==> src/io_port_pkg.sv <==
package io_port_pkg;

  localparam int unsigned NUM_PINS = 8;
  localparam int unsigned NUM_OE_LINES = 16;
  localparam int unsigned OE_SEL_W = 4;

  // Drive-mode codes
  typedef enum logic [2:0] {
    DM_HIZ_ANALOG  = 3'h0,
    DM_HIZ_DIGITAL = 3'h1,
    DM_RES_PULLUP  = 3'h2,
    DM_RES_PULLDN  = 3'h3,
    DM_OD_LOW      = 3'h4,
    DM_OD_HIGH     = 3'h5,
    DM_STRONG      = 3'h6,
    DM_RES_UPDN    = 3'h7
  } drive_mode_t;

  // Interrupt type per pin
  typedef enum logic [1:0] {
    IRQ_NONE    = 2'h0,
    IRQ_RISING  = 2'h1,
    IRQ_FALLING = 2'h2,
    IRQ_BOTH    = 2'h3
  } irq_type_t;

  // Special pin input threshold choice, one per pair
  typedef enum logic [1:0] {
    THR_HALF_VDDIO  = 2'h0,
    THR_0P4_VDDIO   = 2'h1,
    THR_HALF_VREF   = 2'h2,
    THR_FULL_VREF   = 2'h3
  } thresh_sel_t;

  // Pin-form register: eight most-used configuration bits of one pin
  typedef struct packed {
    logic       in_disable;
    logic       bidir_en;
    logic       slow_slew;
    logic [2:0] drive_mode;
    logic       data_out;
    logic       bypass;
  } pin_cfg_t;

  // Analog-side controls for one pad
  typedef struct packed {
    logic drive_hi;
    logic drive_lo;
    logic res_hi;
    logic res_lo;
    logic slow_slew;
    logic in_en;
  } pad_ctrl_t;

  // Port-form write selects
  typedef enum logic [2:0] {
    PW_DATA     = 3'h0,
    PW_DM0      = 3'h1,
    PW_DM1      = 3'h2,
    PW_DM2      = 3'h3,
    PW_SLEW     = 3'h4,
    PW_INDIS    = 3'h5,
    PW_BIDIR    = 3'h6,
    PW_BYPASS   = 3'h7
  } port_wsel_t;

  localparam logic [7:0] PORT_DATA_RST = 8'h00;
  localparam logic [2:0] RSTCFG_NONE = 3'h0;

endpackage

==> src/pin_edge_detect.sv <==
`timescale 1ns/1ps
`default_nettype none
module pin_edge_detect
  import io_port_pkg::*;
(
  input wire logic sys_clk_i,
  input wire logic rst_n_i,
  input wire logic level_i,
  input wire irq_type_t type_i,
  output logic event_o
);
  logic prev_r;

  always_ff @(posedge sys_clk_i) begin
    if (!rst_n_i) begin
      prev_r <= 1'b0;
    end else begin
      prev_r <= level_i;
    end
  end

  // Edges only; no level detection exists anywhere in the port
  always_comb begin
    case (type_i)
      IRQ_RISING: event_o = level_i & ~prev_r;
      IRQ_FALLING: event_o = ~level_i & prev_r;
      IRQ_BOTH: event_o = level_i ^ prev_r;
      default: event_o = 1'b0;
    endcase
  end
endmodule // pin_edge_detect
`default_nettype wire

==> src/pad_drive_decode.sv <==
`timescale 1ns/1ps
`default_nettype none
module pad_drive_decode
  import io_port_pkg::*;
(
  input wire logic [2:0] mode_i,
  input wire logic data_i,
  input wire logic slow_i,
  input wire logic in_dis_i,
  input wire logic regulated_i,
  output pad_ctrl_t ctrl_o
);
  logic [2:0] eff_mode;

  always_comb begin
    eff_mode = mode_i;
    // Resistive modes unavailable under regulated output
    if (regulated_i && (mode_i == DM_RES_PULLUP || mode_i == DM_RES_PULLDN ||
        mode_i == DM_RES_UPDN)) begin
      eff_mode = DM_HIZ_DIGITAL;
    end
    ctrl_o = '0;
    case (drive_mode_t'(eff_mode))
      DM_HIZ_ANALOG: ctrl_o.in_en = 1'b0;
      DM_HIZ_DIGITAL: ctrl_o.in_en = 1'b1;
      DM_RES_PULLUP: begin
        ctrl_o.res_hi = data_i;
        ctrl_o.drive_lo = ~data_i;
        ctrl_o.in_en = 1'b1;
      end
      DM_RES_PULLDN: begin
        ctrl_o.drive_hi = data_i;
        ctrl_o.res_lo = ~data_i;
        ctrl_o.in_en = 1'b1;
      end
      DM_OD_LOW: begin
        ctrl_o.drive_lo = ~data_i;
        ctrl_o.in_en = 1'b1;
      end
      DM_OD_HIGH: begin
        ctrl_o.drive_hi = data_i;
        ctrl_o.in_en = 1'b1;
      end
      DM_STRONG: begin
        ctrl_o.drive_hi = data_i;
        ctrl_o.drive_lo = ~data_i;
        ctrl_o.in_en = 1'b1;
      end
      DM_RES_UPDN: begin
        ctrl_o.res_hi = data_i;
        ctrl_o.res_lo = ~data_i;
        ctrl_o.in_en = 1'b1;
      end
      default: ctrl_o = '0;
    endcase
    // Slew only matters for strong and open-drain
    ctrl_o.slow_slew = slow_i & (eff_mode[2] & ~(eff_mode[1] & eff_mode[0]));
    if (in_dis_i) begin
      ctrl_o.in_en = 1'b0;
    end
  end
endmodule // pad_drive_decode
`default_nettype wire

==> src/io_port_pin_control.sv <==
`timescale 1ns/1ps
`default_nettype none
// What this block does
// - Each pin holds a 3-bit drive-mode code selecting one of eight modes.
// - Pin levels are read from a separate register from output data.
// - Combined resistive mode pulls up on data high, down on data low.
// - Regulated special pins lose the three resistive drive modes.
// - Port-form writes reconfigure many pins at once, one bit per pin.
// - Pin-form write of eight bits hits the same storage as port form.
// - Bidirectional pin is digital high-Z unless its routed enable is active.
// - Sixteen output-enable lines, each routable to any pins.
// - Slew bit per pin, effective only in strong and open-drain modes.
// - All eight pins feed one port interrupt unit with one request.
// - Per-pin interrupt type: none, rising, falling or both.
// - Detected edge sets the pin status bit and raises the request.
// - Edge detection and request keep working in every sleep mode.
// - No level-sensitive detection in the interrupt unit.
// - Port-level choice of CMOS or LVTTL input thresholds.
// - Per-pin input disable forces the digital input inactive.
// - Per special pin choice of supply-level or regulated high output.
// - Special pins pair up sharing one of four input thresholds.
// - During reset every pin sits in high-impedance analog mode.
// - Stored reset configuration loads into port reset registers at release.
// - Pins keep their drive state through every low-power mode.
module io_port_pin_control
  import io_port_pkg::*;
(
  // Clock and reset
  input wire logic sys_clk_i,
  input wire logic rst_n_i,
  // Port-form write
  input wire logic port_wr_i,
  input wire port_wsel_t port_wsel_i,
  input wire logic [7:0] port_wdata_i,
  // Pin-form write
  input wire logic pin_wr_i,
  input wire logic [2:0] pin_idx_i,
  input wire pin_cfg_t pin_wdata_i,
  // Interrupt and misc configuration
  input wire logic irq_type_wr_i,
  input wire logic [15:0] irq_type_i,
  input wire logic oe_sel_wr_i,
  input wire logic [31:0] oe_sel_i,
  input wire logic lvttl_i,
  input wire logic [7:0] regulated_i,
  input wire logic [7:0] thresh_i,
  input wire logic sleep_i,
  // Stored reset configuration
  input wire logic [2:0] nv_rst_mode_i,
  // Status access
  input wire logic stat_rd_i,
  output logic [7:0] stat_o,
  output logic [7:0] pin_level_o,
  output logic irq_o,
  // Fabric and pins
  input wire logic [15:0] aux_oe_i,
  input wire logic [7:0] fabric_out_i,
  input wire logic [7:0] pad_in_i,
  output logic [7:0] fabric_in_o,
  output pad_ctrl_t [7:0] pad_ctrl_o,
  output logic lvttl_o,
  output logic [7:0] regulated_o,
  output logic [7:0] thresh_o
);
  logic [7:0] data_r;
  logic [7:0] dm0_r;
  logic [7:0] dm1_r;
  logic [7:0] dm2_r;
  logic [7:0] slew_r;
  logic [7:0] indis_r;
  logic [7:0] bidir_r;
  logic [7:0] bypass_r;
  logic [15:0] itype_r;
  logic [31:0] oesel_r;
  logic rst_load_r;
  logic [7:0] stat_r;
  logic [7:0] stat_nxt;
  logic [7:0] level_r;
  logic [7:0] event_w;
  logic [7:0] inen_w;
  pad_ctrl_t [7:0] ctrl_w;

  // Configuration storage, shared by both views
  always_ff @(posedge sys_clk_i) begin
    if (!rst_n_i) begin
      data_r <= PORT_DATA_RST;
      dm0_r <= 8'h00;
      dm1_r <= 8'h00;
      dm2_r <= 8'h00;
      slew_r <= 8'h00;
      indis_r <= 8'h00;
      bidir_r <= 8'h00;
      bypass_r <= 8'h00;
    end else if (rst_load_r) begin
      // Stored reset mode applied once after release
      // Taken straight from its pins: a captured copy would land one edge late
      dm0_r <= {8{nv_rst_mode_i[0]}};
      dm1_r <= {8{nv_rst_mode_i[1]}};
      dm2_r <= {8{nv_rst_mode_i[2]}};
      data_r <= {8{nv_rst_mode_i == DM_RES_PULLUP}};
    end else if (port_wr_i) begin
      case (port_wsel_i)
        PW_DATA: data_r <= port_wdata_i;
        PW_DM0: dm0_r <= port_wdata_i;
        PW_DM1: dm1_r <= port_wdata_i;
        PW_DM2: dm2_r <= port_wdata_i;
        PW_SLEW: slew_r <= port_wdata_i;
        PW_INDIS: indis_r <= port_wdata_i;
        PW_BIDIR: bidir_r <= port_wdata_i;
        PW_BYPASS: bypass_r <= port_wdata_i;
        default: data_r <= data_r;
      endcase
    end else if (pin_wr_i) begin
      data_r[pin_idx_i] <= pin_wdata_i.data_out;
      dm0_r[pin_idx_i] <= pin_wdata_i.drive_mode[0];
      dm1_r[pin_idx_i] <= pin_wdata_i.drive_mode[1];
      dm2_r[pin_idx_i] <= pin_wdata_i.drive_mode[2];
      slew_r[pin_idx_i] <= pin_wdata_i.slow_slew;
      indis_r[pin_idx_i] <= pin_wdata_i.in_disable;
      bidir_r[pin_idx_i] <= pin_wdata_i.bidir_en;
      bypass_r[pin_idx_i] <= pin_wdata_i.bypass;
    end
  end

  // Load flag: high through reset and for the first edge after release
  // Port-form and pin-form writes in that cycle are dropped so the stored mode always lands
  always_ff @(posedge sys_clk_i) begin
    if (!rst_n_i) begin
      rst_load_r <= 1'b1;
    end else begin
      rst_load_r <= 1'b0;
    end
  end

  // Interrupt type and enable routing
  always_ff @(posedge sys_clk_i) begin
    if (!rst_n_i) begin
      itype_r <= 16'h0000;
      oesel_r <= 32'h00000000;
    end else begin
      if (irq_type_wr_i) begin
        itype_r <= irq_type_i;
      end
      if (oe_sel_wr_i) begin
        oesel_r <= oe_sel_i;
      end
    end
  end

  genvar g;
  generate
    for (g = 0; g < 8; g++) begin : g_pin
      logic out_bit;
      logic [2:0] mode;
      logic oe_act;
      assign out_bit = bypass_r[g] ? fabric_out_i[g] : data_r[g];
      assign oe_act = aux_oe_i[oesel_r[g*OE_SEL_W +: OE_SEL_W]];
      // Bidirectional: digital high-Z while routed enable is low
      assign mode = (bidir_r[g] && !oe_act) ? DM_HIZ_DIGITAL :
                    {dm2_r[g], dm1_r[g], dm0_r[g]};
      pad_drive_decode u_dec (
        .mode_i(mode),
        .data_i(out_bit),
        .slow_i(slew_r[g]),
        .in_dis_i(indis_r[g]),
        .regulated_i(regulated_o[g]),
        .ctrl_o(ctrl_w[g])
      );
      assign inen_w[g] = ctrl_w[g].in_en;
      // Edge logic runs on the system clock in sleep too
      pin_edge_detect u_edge (
        .sys_clk_i(sys_clk_i),
        .rst_n_i(rst_n_i),
        .level_i(level_r[g]),
        .type_i(irq_type_t'(itype_r[2*g +: 2])),
        .event_o(event_w[g])
      );
      // Per-pin checks on the applied mode, the decoded pad controls and edge events
      a_pin_mode: assert property (@(posedge sys_clk_i) disable iff (!rst_n_i)
        !bidir_r[g] || oe_act |-> mode == {dm2_r[g], dm1_r[g], dm0_r[g]})
        else $error("drive mode bits not applied");
      a_bidir_hiz: assert property (@(posedge sys_clk_i) disable iff (!rst_n_i)
        bidir_r[g] && !oe_act |->
        {ctrl_w[g].drive_hi, ctrl_w[g].drive_lo, ctrl_w[g].res_hi, ctrl_w[g].res_lo} == 4'h0)
        else $error("bidir pin driven without enable");
      a_reg_no_res: assert property (@(posedge sys_clk_i) disable iff (!rst_n_i)
        regulated_o[g] |-> !ctrl_w[g].res_hi && !ctrl_w[g].res_lo)
        else $error("resistor on regulated pin");
      a_slew_gate: assert property (@(posedge sys_clk_i) disable iff (!rst_n_i)
        ctrl_w[g].slow_slew |-> mode inside {DM_OD_LOW, DM_OD_HIGH, DM_STRONG})
        else $error("slow slew outside strong and open drain");
      a_in_disable: assert property (@(posedge sys_clk_i) disable iff (!rst_n_i)
        indis_r[g] |-> !ctrl_w[g].in_en)
        else $error("disabled input still enabled");
      a_no_type_event: assert property (@(posedge sys_clk_i) disable iff (!rst_n_i)
        irq_type_t'(itype_r[2*g +: 2]) == IRQ_NONE |-> !event_w[g])
        else $error("event on pin without interrupt type");
    end
  endgenerate

  // Pin level register, separate from output data
  always_ff @(posedge sys_clk_i) begin
    if (!rst_n_i) begin
      level_r <= 8'h00;
      fabric_in_o <= 8'h00;
    end else begin
      level_r <= pad_in_i & inen_w;
      fabric_in_o <= pad_in_i & inen_w;
    end
  end

  // Set wins over read-clear
  always_comb begin
    stat_nxt = stat_r;
    if (stat_rd_i) begin
      stat_nxt = 8'h00;
    end
    stat_nxt = stat_nxt | event_w;
  end

  always_ff @(posedge sys_clk_i) begin
    if (!rst_n_i) begin
      stat_r <= 8'h00;
      stat_o <= 8'h00;
      irq_o <= 1'b0;
    end else begin
      stat_r <= stat_nxt;
      stat_o <= stat_nxt;
      irq_o <= |stat_nxt;
    end
  end

  // Pad outputs; held unchanged by sleep, since nothing gates them
  always_ff @(posedge sys_clk_i) begin
    if (!rst_n_i || rst_load_r) begin
      pad_ctrl_o <= '0;
      lvttl_o <= 1'b0;
      regulated_o <= 8'h00;
      thresh_o <= 8'h00;
      pin_level_o <= 8'h00;
    end else begin
      pad_ctrl_o <= ctrl_w;
      lvttl_o <= lvttl_i;
      regulated_o <= regulated_i;
      thresh_o <= thresh_i;
      pin_level_o <= level_r;
    end
  end

  logic unused_sleep;
  assign unused_sleep = sleep_i;

  // Storage, status and pad checks
  a_reset_hiz: assert property (@(posedge sys_clk_i)
    !rst_n_i |=> pad_ctrl_o == '0)
    else $error("pad not hiz after reset");
  a_reset_load: assert property (@(posedge sys_clk_i) disable iff (!rst_n_i)
    rst_load_r |=> {dm2_r[0], dm1_r[0], dm0_r[0]} == $past(nv_rst_mode_i))
    else $error("stored reset mode not loaded");
  a_status_set: assert property (@(posedge sys_clk_i) disable iff (!rst_n_i)
    |event_w |=> (stat_r & $past(event_w)) == $past(event_w))
    else $error("event lost");
  a_irq_follows: assert property (@(posedge sys_clk_i) disable iff (!rst_n_i)
    irq_o == |stat_r)
    else $error("irq mismatch");
  a_read_clear: assert property (@(posedge sys_clk_i) disable iff (!rst_n_i)
    stat_rd_i && !(|event_w) |=> stat_r == 8'h00)
    else $error("no clear");
  a_data_isolated: assert property (@(posedge sys_clk_i) disable iff (!rst_n_i)
    !port_wr_i && !pin_wr_i && !rst_load_r |=> $stable(data_r))
    else $error("data changed");
  a_pin_form: assert property (@(posedge sys_clk_i) disable iff (!rst_n_i)
    pin_wr_i && !port_wr_i && !rst_load_r |=>
    dm2_r[$past(pin_idx_i)] == $past(pin_wdata_i.drive_mode[2]))
    else $error("pin form lost");
  a_port_form: assert property (@(posedge sys_clk_i) disable iff (!rst_n_i)
    port_wr_i && port_wsel_i == PW_SLEW && !rst_load_r |=> slew_r == $past(port_wdata_i))
    else $error("port form lost");
  a_level_path: assert property (@(posedge sys_clk_i) disable iff (!rst_n_i)
    ##1 level_r == ($past(pad_in_i) & $past(inen_w)))
    else $error("level path");
  a_no_level_irq: assert property (@(posedge sys_clk_i) disable iff (!rst_n_i)
    $stable(level_r) |-> event_w == 8'h00)
    else $error("level irq");
  a_sleep_hold: assert property (@(posedge sys_clk_i) disable iff (!rst_n_i)
    sleep_i && !rst_load_r |=> pad_ctrl_o == $past(ctrl_w))
    else $error("pads moved in sleep");
  a_config_pass: assert property (@(posedge sys_clk_i) disable iff (!rst_n_i)
    !rst_load_r |=> lvttl_o == $past(lvttl_i) && thresh_o == $past(thresh_i))
    else $error("port input setting lost");
  a_regulated_pass: assert property (@(posedge sys_clk_i) disable iff (!rst_n_i)
    !rst_load_r |=> regulated_o == $past(regulated_i))
    else $error("regulated select lost");

  // Main scenarios
  c_reset_load: cover property (@(posedge sys_clk_i) $fell(rst_load_r));
  c_irq: cover property (@(posedge sys_clk_i) disable iff (!rst_n_i) $rose(irq_o));
  c_clear: cover property (@(posedge sys_clk_i) disable iff (!rst_n_i)
    stat_rd_i && irq_o ##2 !irq_o);
  c_pinwr: cover property (@(posedge sys_clk_i) disable iff (!rst_n_i) pin_wr_i);
  c_sleep_event: cover property (@(posedge sys_clk_i) disable iff (!rst_n_i)
    sleep_i && |event_w);
endmodule // io_port_pin_control
`default_nettype wire

==> config.mk <==
export PLATFORM = sky130hd
export DESIGN_NAME = io_port_pin_control
export DESIGN_NICKNAME = d
export VERILOG_FILES = /design/src/io_port_pkg.sv /design/src/pin_edge_detect.sv /design/src/pad_drive_decode.sv /design/src/io_port_pin_control.sv
export SDC_FILE = /design/constraint.sdc
export NUM_CORES = 1
export LEC_CHECK = 0
export ABC_AREA = 0
export ABC_CLOCK_PERIOD_IN_PS = 2500
export BUFFER_PORTS_ARGS = -buffer_cell sky130_fd_sc_hd__buf_2
export CAP_MARGIN = 20
export CELL_PAD_IN_SITES_DETAIL_PLACEMENT = 0
export CELL_PAD_IN_SITES_GLOBAL_PLACEMENT = 1
export CORE_MARGIN = 5
export CORE_UTILIZATION = 36
export CTS_BUF_LIST = sky130_fd_sc_hd__clkbuf_4
export CTS_CLUSTER_DIAMETER = 150
export DETAILED_ROUTE_END_ITERATION = 8
export PLACE_DENSITY_LB_ADDON = 0.1
export SETUP_SLACK_MARGIN = 0.1
export SLEW_MARGIN = 20
export SYNTH_ARGS = -nofsm -noshare
export SYNTH_HDL_FRONTEND = slang
export SYNTH_SLANG_ARGS = --single-unit
==> constraint.sdc <==
create_clock -name sys_clk_i -period 2.5 [get_ports sys_clk_i]
set_input_delay 0.25 -clock sys_clk_i [delete_from_list [all_inputs] [get_ports sys_clk_i]]
set_output_delay 0.25 -clock sys_clk_i [all_outputs]
set_load 0.05 [all_outputs]
Word level (Yosys, flattened, before mapping)
Cells that the tools add are included.
- output and inout bits: 90
- input port bits: 130
- logic and storage cells: 558
- flip-flop bits (word level): 211
- reductions and logical operators: 135
- multiplexer cells: 104
- magnitude comparators: 10
- bitwise gates (word level): 115
- equality and inequality tests: 120
- operator list (operator ; number):
    $mux 8 ; 29
    $eq 3x3->1 const B ; 44
    $eq 3x2->1 const B ; 35
    $reduce_or 2->1 ; 48
    $not 1->1 ; 65
    $bwmux 8 ; 8
    $reduce_or 7->1 ; 8
    $mux 3 ; 16
    $reduce_or 3->1 ; 16
    $and 1x1->1 ; 40
    $lt 4x5->1 const B ; 8
    $bmux 1 s4 ; 8
    $eq 2x2->1 const B ; 16
    $eq 3x1->1 const B ; 9
    $logic_not 3->1 ; 9
    $mux 1 ; 26
    $pmux 1 s3 ; 8
    $logic_and 1x1->1 ; 17
    $logic_or 1x1->1 ; 17
    $eq 2x1->1 const B ; 8
    $pmux 1 s2 ; 8
    $ne 3x1->1 const B ; 4
    $reduce_and 3->1 ; 4
    $logic_not 1->1 ; 9
    11 further kinds ; 24

Longest topological paths before layout
Gate-level depths: netlist of the first run.
- word-level depth: 15
- mapped depth: 7

By module
Synthesis of the first run repeated with hierarchy kept, for this count alone.
- cells, all modules: 1096
- area total of the unflattened synthesis: 10198.5 um^2
- modules (own cells, without submodules) (module ; area an instance (um^2) ; times used ; seq. area each (um^2) ; cells an instance):
    io_port_pin_control ; 8797.2 ; 1 ; 4063.9 ; 896
    pad_drive_decode ; 90.1 ; 8 ; 0.0 ; 14
    pin_edge_detect ; 85.1 ; 8 ; 20.0 ; 11

Worst setup path before layout of the first run
OpenSTA, ideal clock, no wires.
- path kind: register to register
- start: reg stat_r[6]
- end: reg irq_o
- arrival time: 1.991 ns
- path buffers: 0
- clock period less this slack: 2.116 ns
- library setup time: 0.125 ns
- path slack: 0.384 ns
- stages on the path, launching flop included: 6
- path through: dfxtp_1 -> or4_4 -> nor2_1 -> o221ai_1 -> or4_1 -> o41a_1
- longest elaborated chain between the ends: 3
- ends and longest elaborated chain (what ; line ; source):
    from (decl) ; io_port_pin_control.sv:76 ; logic [7:0] stat_r;
    from (signal assigned) ; io_port_pin_control.sv:227 ; stat_r <= stat_nxt;
    $mux 8 ; io_port_pin_control.sv:215 ; if (stat_rd_i) begin
    $or 8x8->8 ; io_port_pin_control.sv:218 ; stat_nxt = stat_nxt | event_w;
    $reduce_or 8->1 ; io_port_pin_control.sv:229 ; irq_o <= |stat_nxt;
    to (signal assigned) ; io_port_pin_control.sv:229 ;
    to (decl) ; io_port_pin_control.sv:54 ; output logic irq_o,
No other way between the ends.
A chain may end at the register's enable or synchronous reset.

Final worst setup path of the first run
- start: reg oesel_r[12]
- end: reg level_r[3]
- longest elaborated chain between the ends: 15
- ends and longest elaborated chain (what ; line ; source):
    from (decl) ; io_port_pin_control.sv:74 ; logic [31:0] oesel_r;
    from (signal assigned) ; io_port_pin_control.sv:145 ; oesel_r <= oe_sel_i;
    $bmux 1 s4 * ; io_port_pin_control.sv:157 ; assign oe_act = aux_oe_i[oesel_r[g*OE_SEL_W +: OE_SEL_W]];
    $mux 1 (implied by the code) * ; io_port_pin_control.sv:157 ;
    $logic_not 1->1 * ; io_port_pin_control.sv:159 ; assign mode = (bidir_r[g] && !oe_act) ? DM_HIZ_DIGITAL :
    $logic_and 1x1->1 * ; io_port_pin_control.sv:159 ;
    $mux 3 * ; io_port_pin_control.sv:159 ;
    $eq 3x2->1 ; pad_drive_decode.sv:18 ; if (regulated_i && (mode_i == DM_RES_PULLUP || mode_i == DM_RES_PULLDN ||
    $logic_or 1x1->1 (2 in a row) ; pad_drive_decode.sv:18 ;
    $logic_and 1x1->1 ; pad_drive_decode.sv:18 ;
    $mux 3 * ; pad_drive_decode.sv:18 ;
    $eq 3x1->1 (tied with other cells) ; pad_drive_decode.sv:23 ; case (drive_mode_t'(eff_mode))
    $reduce_or 7->1 (no line) ; n/a ;
    $pmux 1 s2 * ; pad_drive_decode.sv:23 ;
    $mux 1 * ; pad_drive_decode.sv:58 ; if (in_dis_i) begin
    $and 8x8->8 * ; io_port_pin_control.sv:207 ; level_r <= pad_in_i & inen_w;
    to (signal assigned) ; io_port_pin_control.sv:207 ;
    to (decl) ; io_port_pin_control.sv:78 ; logic [7:0] level_r;
Every way passes the cells marked *; elsewhere a longest branch is shown, timed or not. The select of a mux whose other input is x is not followed.

==> results of run 1 <==
==> logic make-up (layout without fill, tap and decap cells) <==
family | Yosys count | count (layout) | share of synthesized area (%)
and+or+nand+nor | 427 | 427 | 20.69
AOI/OAI and AO/OA | 216 | 216 | 14.27
DFF | 211 | 211 | 42.85
muxes | 118 | 118 | 14.30
buffers and inverters | 114 | 495 | 5.064
adders and majority gates | 16 | 16 | 2.031
xor gates and xnor gates | 9 | 9 | 0.7996
other | 0 | 2 | 0
==> through the flow <==
step,instances,worst slack [ns],total power [mW],hold slack (ns),utilization (%)
2_1_floorplan,1111,0.3839,4.650,0.3683,-
3_3_place_gp,1624,0.5063,5.119,0.4257,41.74
3_5_place_dp,1624,0.4687,5.128,0.4288,41.74
4_1_cts,1833,0.4516,8.804,0.01949,48.52
5_1_grt,1835,0.2494,9.148,0.04288,48.54
6_report,1835,0.4462,8.665,0.07440,48.54
==> cell type report <==
cell class,count,share of cell area [%]
clock buffers,95,5.452
repair buffers,346,17.54
multi-input cells,786,39.25
diodes,2,0.03826
well taps,341,3.262
inverters,37,1.062
flip-flops and latches,211,32.29
clock inverters,17,1.100
==> worst min-delay path, cell delays in order <==
cell and delay, ns:
buf_2 0.11, nand2b_1 0.19, o21ai_0 0.10, a211oi_1 0.07
==> cell usage after synthesis, drive strengths merged (5+ instances only) <==
cell type  instances
nor2             172
nor2b             22
nor4               9
and3              17
o21a               6
xor2               8
clkbuf            43
a22oi              6
dfxtp            211
a211oi             6
buf               34
mux4              17
nand4              8
mux2i             88
a21o               5
inv               36
mux2              13
o21ai             49
nand2b            21
a31oi              6
nor3              52
nor3b              6
o221a             22
nand2             68
ha                16
a21oi             89
nand3b             8
nand3             19
==> layout by cell type, fill, tap and decap left out, types with 22 or more instances in the layout <==
cell type      synthesis  routed
inv_1                 36      36
nor2_1               172     172
nor2b_1               22      22
clkbuf_4               0      95
o221a_2               22      22
buf_4                 16      31
a21oi_1               87      87
dlygate4sd3_1          0      97
mux2i_1               88      88
dfxtp_1              211     211
nor3_1                52      52
nand2_1               68      68
buf_2                  9     218
o21ai_0               42      42
==> report_power, final <==
part / total [mW] / switching (mW) / internal (mW)
combinational: 1.44 / 0.817 / 0.618
clock: 3.50 / 1.48 / 2.02
sequential: 3.73 / 0.195 / 3.54
total: 8.67 / 2.49 / 6.18
==> state kept, by name (all words and copies together), names as in the netlist <==
signal               count
regulated_o              8
data_r                   8
g_pin.u_edge.prev_r      8
irq_o                    1
dm1_r                    8
itype_r                 16
level_r                  8
bypass_r                 8
dm2_r                    8
thresh_o                 8
dm0_r                    8
stat_r                   8
bidir_r                  8
pad_ctrl_o              48
oesel_r                 32
slew_r                   8
pin_level_o              8
lvttl_o                  1
rst_load_r               1
indis_r                  8
==> path summary, 6_finish.rpt <==
check                                      from            end  slack [ns]  depth (start not counted)
worst max-delay path                oesel_r[12]     level_r[3]        0.45                          7
worst min-delay path            port_wdata_i[7]    bypass_r[7]        0.07                          4
worst max register to register      oesel_r[12]     level_r[3]        0.45                          7
worst min register to register   regulated_o[1]  pad_ctrl_o[8]        0.43                          1
==> routing by layer <==
| metal | vias to the layer above | GRT usage [%] | share of wire [%] |
|---|---|---|---|
| met5 | - | 0 | 0.021 |
| met4 | 2 | 6.920 | 2.9 |
| met3 | 66 | 4.348 | 5.9 |
| met2 | 271 | 33.77 | 45 |
| met1 | 4310 | 27.31 | 46 |
| li1 | 4652 | - | - |
==> results.cfg, run 1 <==
[clock_network]
cts_max_path_buffers = 3
postCtsHoldBufs = 97
cts_setup_buffers = 0
root_buffer = clkbuf_4
cts_max_level = 2
worstSkewPairLatency_ns = 0.70
cts_tree = done
numCtsBuffers = 60
clock_sinks = 211
path_clk_slew_ns = 0.07
cts_resized = 0

[pwr]
power.density_nw_per_um2 = 662.4
leakage_nw = 5.755
ir_drop_uv = 357.8

[global_route]
grt_pass1_vias = 9333
grt_pass1_wl_um = 50910
antenna_found_initial = 3
grt_start_max_net_pins = 87
grt-ovfl-total = 0
grt_usage_pct = 20.65

[flow_run]
cap_violations = 0

[placed_design]
hpwl_um = 23140
gp_congestion = 0.8383
port_buffers = 218
placed_cell_area_um2 = 11250

[synthesis]
synth.area.top_cells = dfxtp_1 (43%), mux2i_1 (8.9%), nor2_1 (6.5%)
syn_area_um2 = 9858
yosysUniqueCellTypes = 62
async_flop_share_pct = 0
synth.net_count = 1257
synth_area_per_cell_um2 = 8.873
yosys_warnings = 0
syn_inst = 1111
synth_top_cell_area_share_pct = 42.85
ys_seq_area_share_pct = 42.85
synth_edf_count = 0
ys.flop_type = dfxtp_1
synth_largest_area_cell = dfxtp_1
ys_ff_latch = 211

[setup_path]
critical_path.cell_chain = mux4_2 -> a22oi_1 -> o311ai_1 -> buf_4 -> nor4b_1 -> buf_4 -> nor3_1
crit_buf_inv = 2
cpPeakStageDelay_ns = 0.53
required_ns = 3.09
crit_top_cell = buf_4
critPathTopFamily = multiplexers
worstSetupEndpointType = flip-flop
worstSetupStartpointType = flip-flop
path_class = flip-flop to flip-flop
crit_arrival_ns = 2.64
crit_fanout = 6
cp_slowest_cell = mux4_2

[die]
placementRows = 60
io_pins = 220
start_util_pct = 36.58
die_area_um2 = 30790
fp.coreArea_um2 = 26950
die-height_um = 175.5
fp.dieW_um = 175.5

[timing]
rsz0062_at_grt = false
fmax_mhz = 486.9
hold_viol_final = 0
setup_violations = 0
period_share_pct = 82.15
finalSetupTns_ns = 0
period_minus_slack_ns = 2.054
relSlewSlack_pct = 35.50
fin_worst_skew_ns = 0.04849
finalMaxSlewViolations = 0
tightest_slew_ns = 0.9675

[final_layout]
multiInputGateArea_um2 = 5135
fillCellCount = 2688
final_area_um2 = 13080
fin_nets = 1588
seq_area_um2 = 4224
layout-drive-gt1-share_pct = 27.68
area_growth_pct = 32.69

[route]
wl_per_cell_um = 17.86
ant_nets = 0
vias = 9301
drtIter0Drc = 476
finalWirelength_um = 32770
via_per_inst = 5.069
drtPass1Iterations = 5
drc = 0

[worst_hold_path]
hold_class = input pin to flip-flop

[outcome]
status = finished clean
Note: power is estimated with default switching activity, not from simulation.
==> run 2: changes to the inputs <==
--- a/config.mk
+++ b/config.mk
@@ -6,7 +6,7 @@
 export NUM_CORES = 1
 export LEC_CHECK = 0
 export ABC_AREA = 0
-export ABC_CLOCK_PERIOD_IN_PS = 2500
+export ABC_CLOCK_PERIOD_IN_PS = 1700
 export BUFFER_PORTS_ARGS = -buffer_cell sky130_fd_sc_hd__buf_2
 export CAP_MARGIN = 20
 export CELL_PAD_IN_SITES_DETAIL_PLACEMENT = 0
==> constraint.sdc (replaced) <==
create_clock -name sys_clk_i -period 1.7 [get_ports sys_clk_i]
set_input_delay 0.17 -clock sys_clk_i [delete_from_list [all_inputs] [get_ports sys_clk_i]]
set_output_delay 0.17 -clock sys_clk_i [all_outputs]
set_load 0.05 [all_outputs]
==> run 2 against run 1 <==
- the run now ends with setup timing left
- critical path depth did not move
- flip-flop and latch count stayed put
- critical endpoint is now irq_o
- via count up 6.3%
- utilization rose by 6.8 points
- sequential share of layout area shrank 3.5 points
- sequential power is 47% higher
- critical path type unchanged
==> results.cfg, run 2 (synthesis results as in run 1) <==
[outcome]
status = complete, but fails checks
violations = setup timing

[setup_path]
regToRegEndpoint = irq_o
worstSetupEndpointType = flip-flop
worstSetupStartpointType = flip-flop
crit_arrival_ns = 2.53
endpoint = irq_o
reg2reg_depth = 7
cp.depth = 7
reg2reg_from = level_r[0]
required_ns = 2.28
path_class = flip-flop to flip-flop
crit_buf_inv = 1
critical_path.cell_chain = inv_2 -> ha_2 -> and3b_1 -> a31oi_2 -> o211ai_1 -> or4_1 -> o41a_1
crit_fanout = 3
worstSetupStartpoint = level_r[0]
cp_slowest_cell = or4_1
critPathTopFamily = simple AND/OR/NAND/NOR gates
reg2reg_slack_ns = -0.25
cpPeakStageDelay_ns = 0.49

[route]
finalWirelength_um = 35050
vias = 9891
ant_nets = 0
drtIter0Drc = 461
drtPass1Iterations = 5
wl_per_cell_um = 17.87
drc = 0
via_per_inst = 5.044

[worst_hold_path]
hold_class = input pin to flip-flop
hold_depth = 4
hp-start = port_wdata_i[5]

[global_route]
grt_usage_pct = 22.18
antenna_found_initial = 2
grt_start_max_net_pins = 87
grt_pass1_wl_um = 54620
grt_pass1_vias = 10019
grt-ovfl-total = 0

[final_layout]
largest_reg_flops = 48
layout-drive-gt1-share_pct = 38.17
final_area_um2 = 14920
fin_nets = 1728
area_growth_pct = 51.34
final_core_util_pct = 55.36
finalNonFillerCells = 1961
layout_commonest_cell = buf_2
layout_common_cells = buf_2 (200), dfxtp_1 (179), nor2_1 (158)
reg_top3 = pad_ctrl_o x48, oesel_r x32, itype_r x16
regMostFlops = pad_ctrl_o
fillCellCount = 2538

[timing]
tightest_slew_ns = 0.5621
setup_violations = 4
fmax_mhz = 513.8
finalMaxSlewViolations = 0
relSlewSlack_pct = 61.45
fin_worst_skew_ns = 0.05006
finalSetupTns_ns = -0.3471
period_minus_slack_ns = 1.946
hold_viol_final = 0
period_share_pct = 114.5
rsz0062_at_grt = true
fin_ws_ns = -0.2461

[placed_design]
gp_congestion = 0.8452
hpwl_um = 24370
port_buffers = 218
placed_cell_area_um2 = 12070
post-place-cells = 1722

[die]
io_pins = 220
fp.dieW_um = 175.5
die-height_um = 175.5
fp.coreArea_um2 = 26950
start_util_pct = 36.58
placementRows = 60
die_area_um2 = 30790

[pwr]
leakage_nw = 6.468
ir_drop_uv = 420.7
design_power_total_mw = 12.68
power.density_nw_per_um2 = 849.9

[clock_network]
worstSkewPairLatency_ns = 0.70
cts_tree = done
clock_sinks = 211
numCtsBuffers = 59
cts_max_path_buffers = 3
root_buffer = clkbuf_4
cts_max_level = 2
path_clk_slew_ns = 0.06

[flow_run]
cap_violations = 0
[run 2: repair_timing]
item | CTS | global route
endpoints found under the hold margin | 154 | 0
buffers inserted | 2 | 3
resized for setup | 112 | 64
hold buffers | 136 | 0
pin swaps | 46 | 33
endpoints found under the setup margin | 77 | 65
[run 2: worst reg2reg max path, delay by kind of cell, from the launching register on]
kind	cells	cell delay (ns)
and+or+nand+nor	2	0.67
AOI/OAI and AO/OA	3	0.61
DFF	1	0.37
adders and majority gates	1	0.15
buffers and inverters	1	0.04
[run 2: where the power goes]
group | switching, mW | internal (mW) | total, mW
clock | 2.11 | 2.39 | 4.50
sequential | 0.275 | 5.20 | 5.48
combinational | 1.44 | 1.27 | 2.70
total | 3.82 | 8.86 | 12.7
[run 2: worst min-delay path by stage]
stage,endpoint,slack [ns]
finish,data_r[5],0.08
global route,data_r[5],0.03
CTS,data_r[5],0.01
detailed placement,level_r[3],0.41
global placement,oesel_r[15],0.40
floorplan,level_r[1],0.29
[run 2: routing by layer]
metal	GRT usage (%)	vias up	share of wire (%)
li1	-	4909	-
met1	29.43	4636	45
met2	37.12	284	47
met3	4.111	60	5.3
met4	6.368	2	2.3
met5	0	-	0.037
[run 2: cell type report]
| cell class | instances | area, um2 | area share (%) |
|---|---|---|---|
| multi-input combinational | 786 | 5736 | 38.44 |
| sequential | 211 | 4292 | 28.77 |
| timing repair buffer | 487 | 3610 | 24.19 |
| clock buffer | 84 | 630.6 | 4.227 |
| tap | 341 | 426.7 | 2.860 |
| inverter | 37 | 138.9 | 0.9309 |
| clock inverter | 14 | 83.83 | 0.5619 |
| antenna | 1 | 2.502 | 0.01677 |
[run 2: through the flow]
stage / setup slack (ns) / hold slack, ns
floorplan: -0.2327 / 0.2883
global placement: -0.7425 / 0.4030
detailed placement: -0.7707 / 0.4085
CTS: -0.2480 / 0.01344
global route: -0.3420 / 0.03156
finish: -0.2461 / 0.08143
==> run 3: changes to the inputs <==
--- a/config.mk
+++ b/config.mk
@@ -16,7 +16,7 @@
 export CTS_BUF_LIST = sky130_fd_sc_hd__clkbuf_4
 export CTS_CLUSTER_DIAMETER = 150
 export DETAILED_ROUTE_END_ITERATION = 8
-export PLACE_DENSITY_LB_ADDON = 0.1
+export PLACE_DENSITY_LB_ADDON = 0.12
 export SETUP_SLACK_MARGIN = 0.1
 export SLEW_MARGIN = 20
 export SYNTH_ARGS = -nofsm -noshare
==> run 3 against run 2 <==
- the run still ends with setup timing left
- flip-flop and latch count unchanged
- die area unchanged
- critical endpoint unchanged
- combinational power decreased by 3%
- utilization fell by 0.65 points
- global-route usage about the same
- hold slack got worse by 0.026 ns
- register-to-register slack lost 0.04 ns
- routed wire length up 0.36%
- total power rose by 0.37%
- via count about the same
==> results.cfg, run 3 (synthesis results as in run 1) <==
[die]
fp.dieW_um = 175.5
die_area_um2 = 30790
io_pins = 220
placementRows = 60
die-height_um = 175.5
fp.coreArea_um2 = 26950
start_util_pct = 36.58

[timing]
period_minus_slack_ns = 1.989
period_share_pct = 117.0
fin_worst_skew_ns = 0.03199
relSlewSlack_pct = 59.69
hold_viol_final = 0
hold_slack_ns = 0.05526
tightest_slew_ns = 0.6006
fmax_mhz = 502.9
fin_ws_ns = -0.2886
finalMaxSlewViolations = 0
setup_violations = 9
rsz0062_at_grt = true

[worst_hold_path]
hold_class = input pin to flip-flop

[clock_network]
cts_tree = done
cts_max_path_buffers = 3
root_buffer = clkbuf_4
worstSkewPairLatency_ns = 0.67
cts_max_level = 2
numCtsBuffers = 58
clock_sinks = 211
path_clk_slew_ns = 0.07

[setup_path]
worstSetupEndpointType = flip-flop
worstSetupStartpointType = flip-flop
crit_fanout = 2
crit_arrival_ns = 2.55
required_ns = 2.26
path_class = flip-flop to flip-flop

[final_layout]
final_area_um2 = 14740
largest_reg_flops = 48
layout_common_cells = buf_2 (203), dfxtp_1 (181), nor2_1 (154)
fillCellCount = 2583
area_growth_pct = 49.55
reg_top3 = pad_ctrl_o x48, oesel_r x32, itype_r x16
layout-drive-gt1-share_pct = 38.14
multiInputGateArea_um2 = 5610
fin_nets = 1720
seq_area_um2 = 4292
layout_commonest_cell = buf_2
regMostFlops = pad_ctrl_o

[route]
drtIter0Drc = 412
vias = 9889
wl_per_cell_um = 17.96
via_per_inst = 5.051
finalWirelength_um = 35170
drc = 0
ant_nets = 0
drtPass1Iterations = 5

[global_route]
grt_usage_pct = 22.23
grt_pass1_vias = 10116
grt_start_max_net_pins = 87
antenna_found_initial = 1
grt-ovfl-total = 0
grt_pass1_wl_um = 54770

[outcome]
status = complete, but fails checks
violations = setup timing

[pwr]
power.density_nw_per_um2 = 863.2
ir_drop_uv = 406.6
leakage_nw = 6.444
design_power_total_mw = 12.73

[placed_design]
place_ws_ns = -0.6365
placed_cell_area_um2 = 12120
gp_congestion = 0.8502
port_buffers = 218
hpwl_um = 24560

[flow_run]
cap_violations = 0
run 3: final timing paths:
| kind | startpoint | end | slack [ns] | depth (start not counted) |
|---|---|---|---|---|
| hold reg to reg | regulated_o[1] | pad_ctrl_o[8] | 0.45 | 1 |
| setup reg to reg | stat_r[2] | irq_o | -0.29 | 5 |
| setup / recovery | stat_r[2] | irq_o | -0.29 | 5 |
| hold / removal | oe_sel_wr_i | oesel_r[30] | 0.06 | 4 |
run 3: area by class of cell:
| type | count | share of cell area, % |
|---|---|---|
| clock inverter | 13 | 0.5262 |
| timing repair buffer | 480 | 23.96 |
| multi-input combinational | 786 | 38.05 |
| clock buffer | 88 | 4.481 |
| inverter | 37 | 0.9420 |
| sequential | 211 | 29.11 |
| tap | 341 | 2.894 |
| antenna | 2 | 0.03395 |
run 3: per-layer routing:
layer | global-route usage, % | wire [um] | vias to the layer above | share of wire (%)
met5 | 0 | 0 | - | 0
li1 | - | - | 4889 | -
met2 | 37.47 | 16760 | 293 | 48
met1 | 28.60 | 15450 | 4635 | 44
met4 | 8.252 | 1054 | 0 | 3.0
met3 | 3.917 | 1913 | 72 | 5.4
run 3: power breakdown:
part	leakage, nW	switching [mW]	internal [mW]	total (mW)
Sequential	1.74	0.277	5.20	5.47
Clock	0.443	2.14	2.49	4.62
Combinational	4.26	1.40	1.23	2.63
run 3: through the flow:
step | cells | utilization, % | TNS [ns]
6_report | 1958 | 54.70 | -0.5576
5_1_grt | 1957 | 54.69 | -1.213
4_1_cts | 1955 | 53.56 | -0.3890
3_5_place_dp | 1725 | 44.95 | -2.627
3_3_place_gp | 1725 | 44.95 | -2.503
2_1_floorplan | 1111 | - | -0.2327
run 3: what timing repair did:
action,4_1_cts,5_1_grt
resized for setup,79,71
hold endpoints to repair,136,3
pin swaps,30,48
hold buffers,127,1
setup endpoints to repair,60,74
buffers inserted,3,1
run 3: critical path: stages, from the launching register on:
cell      delay (ns)
dfxtp_4         0.34
or4_4           0.52
nor2_2          0.11
o221ai_1        0.11
or4_1           0.48
o41a_1          0.31
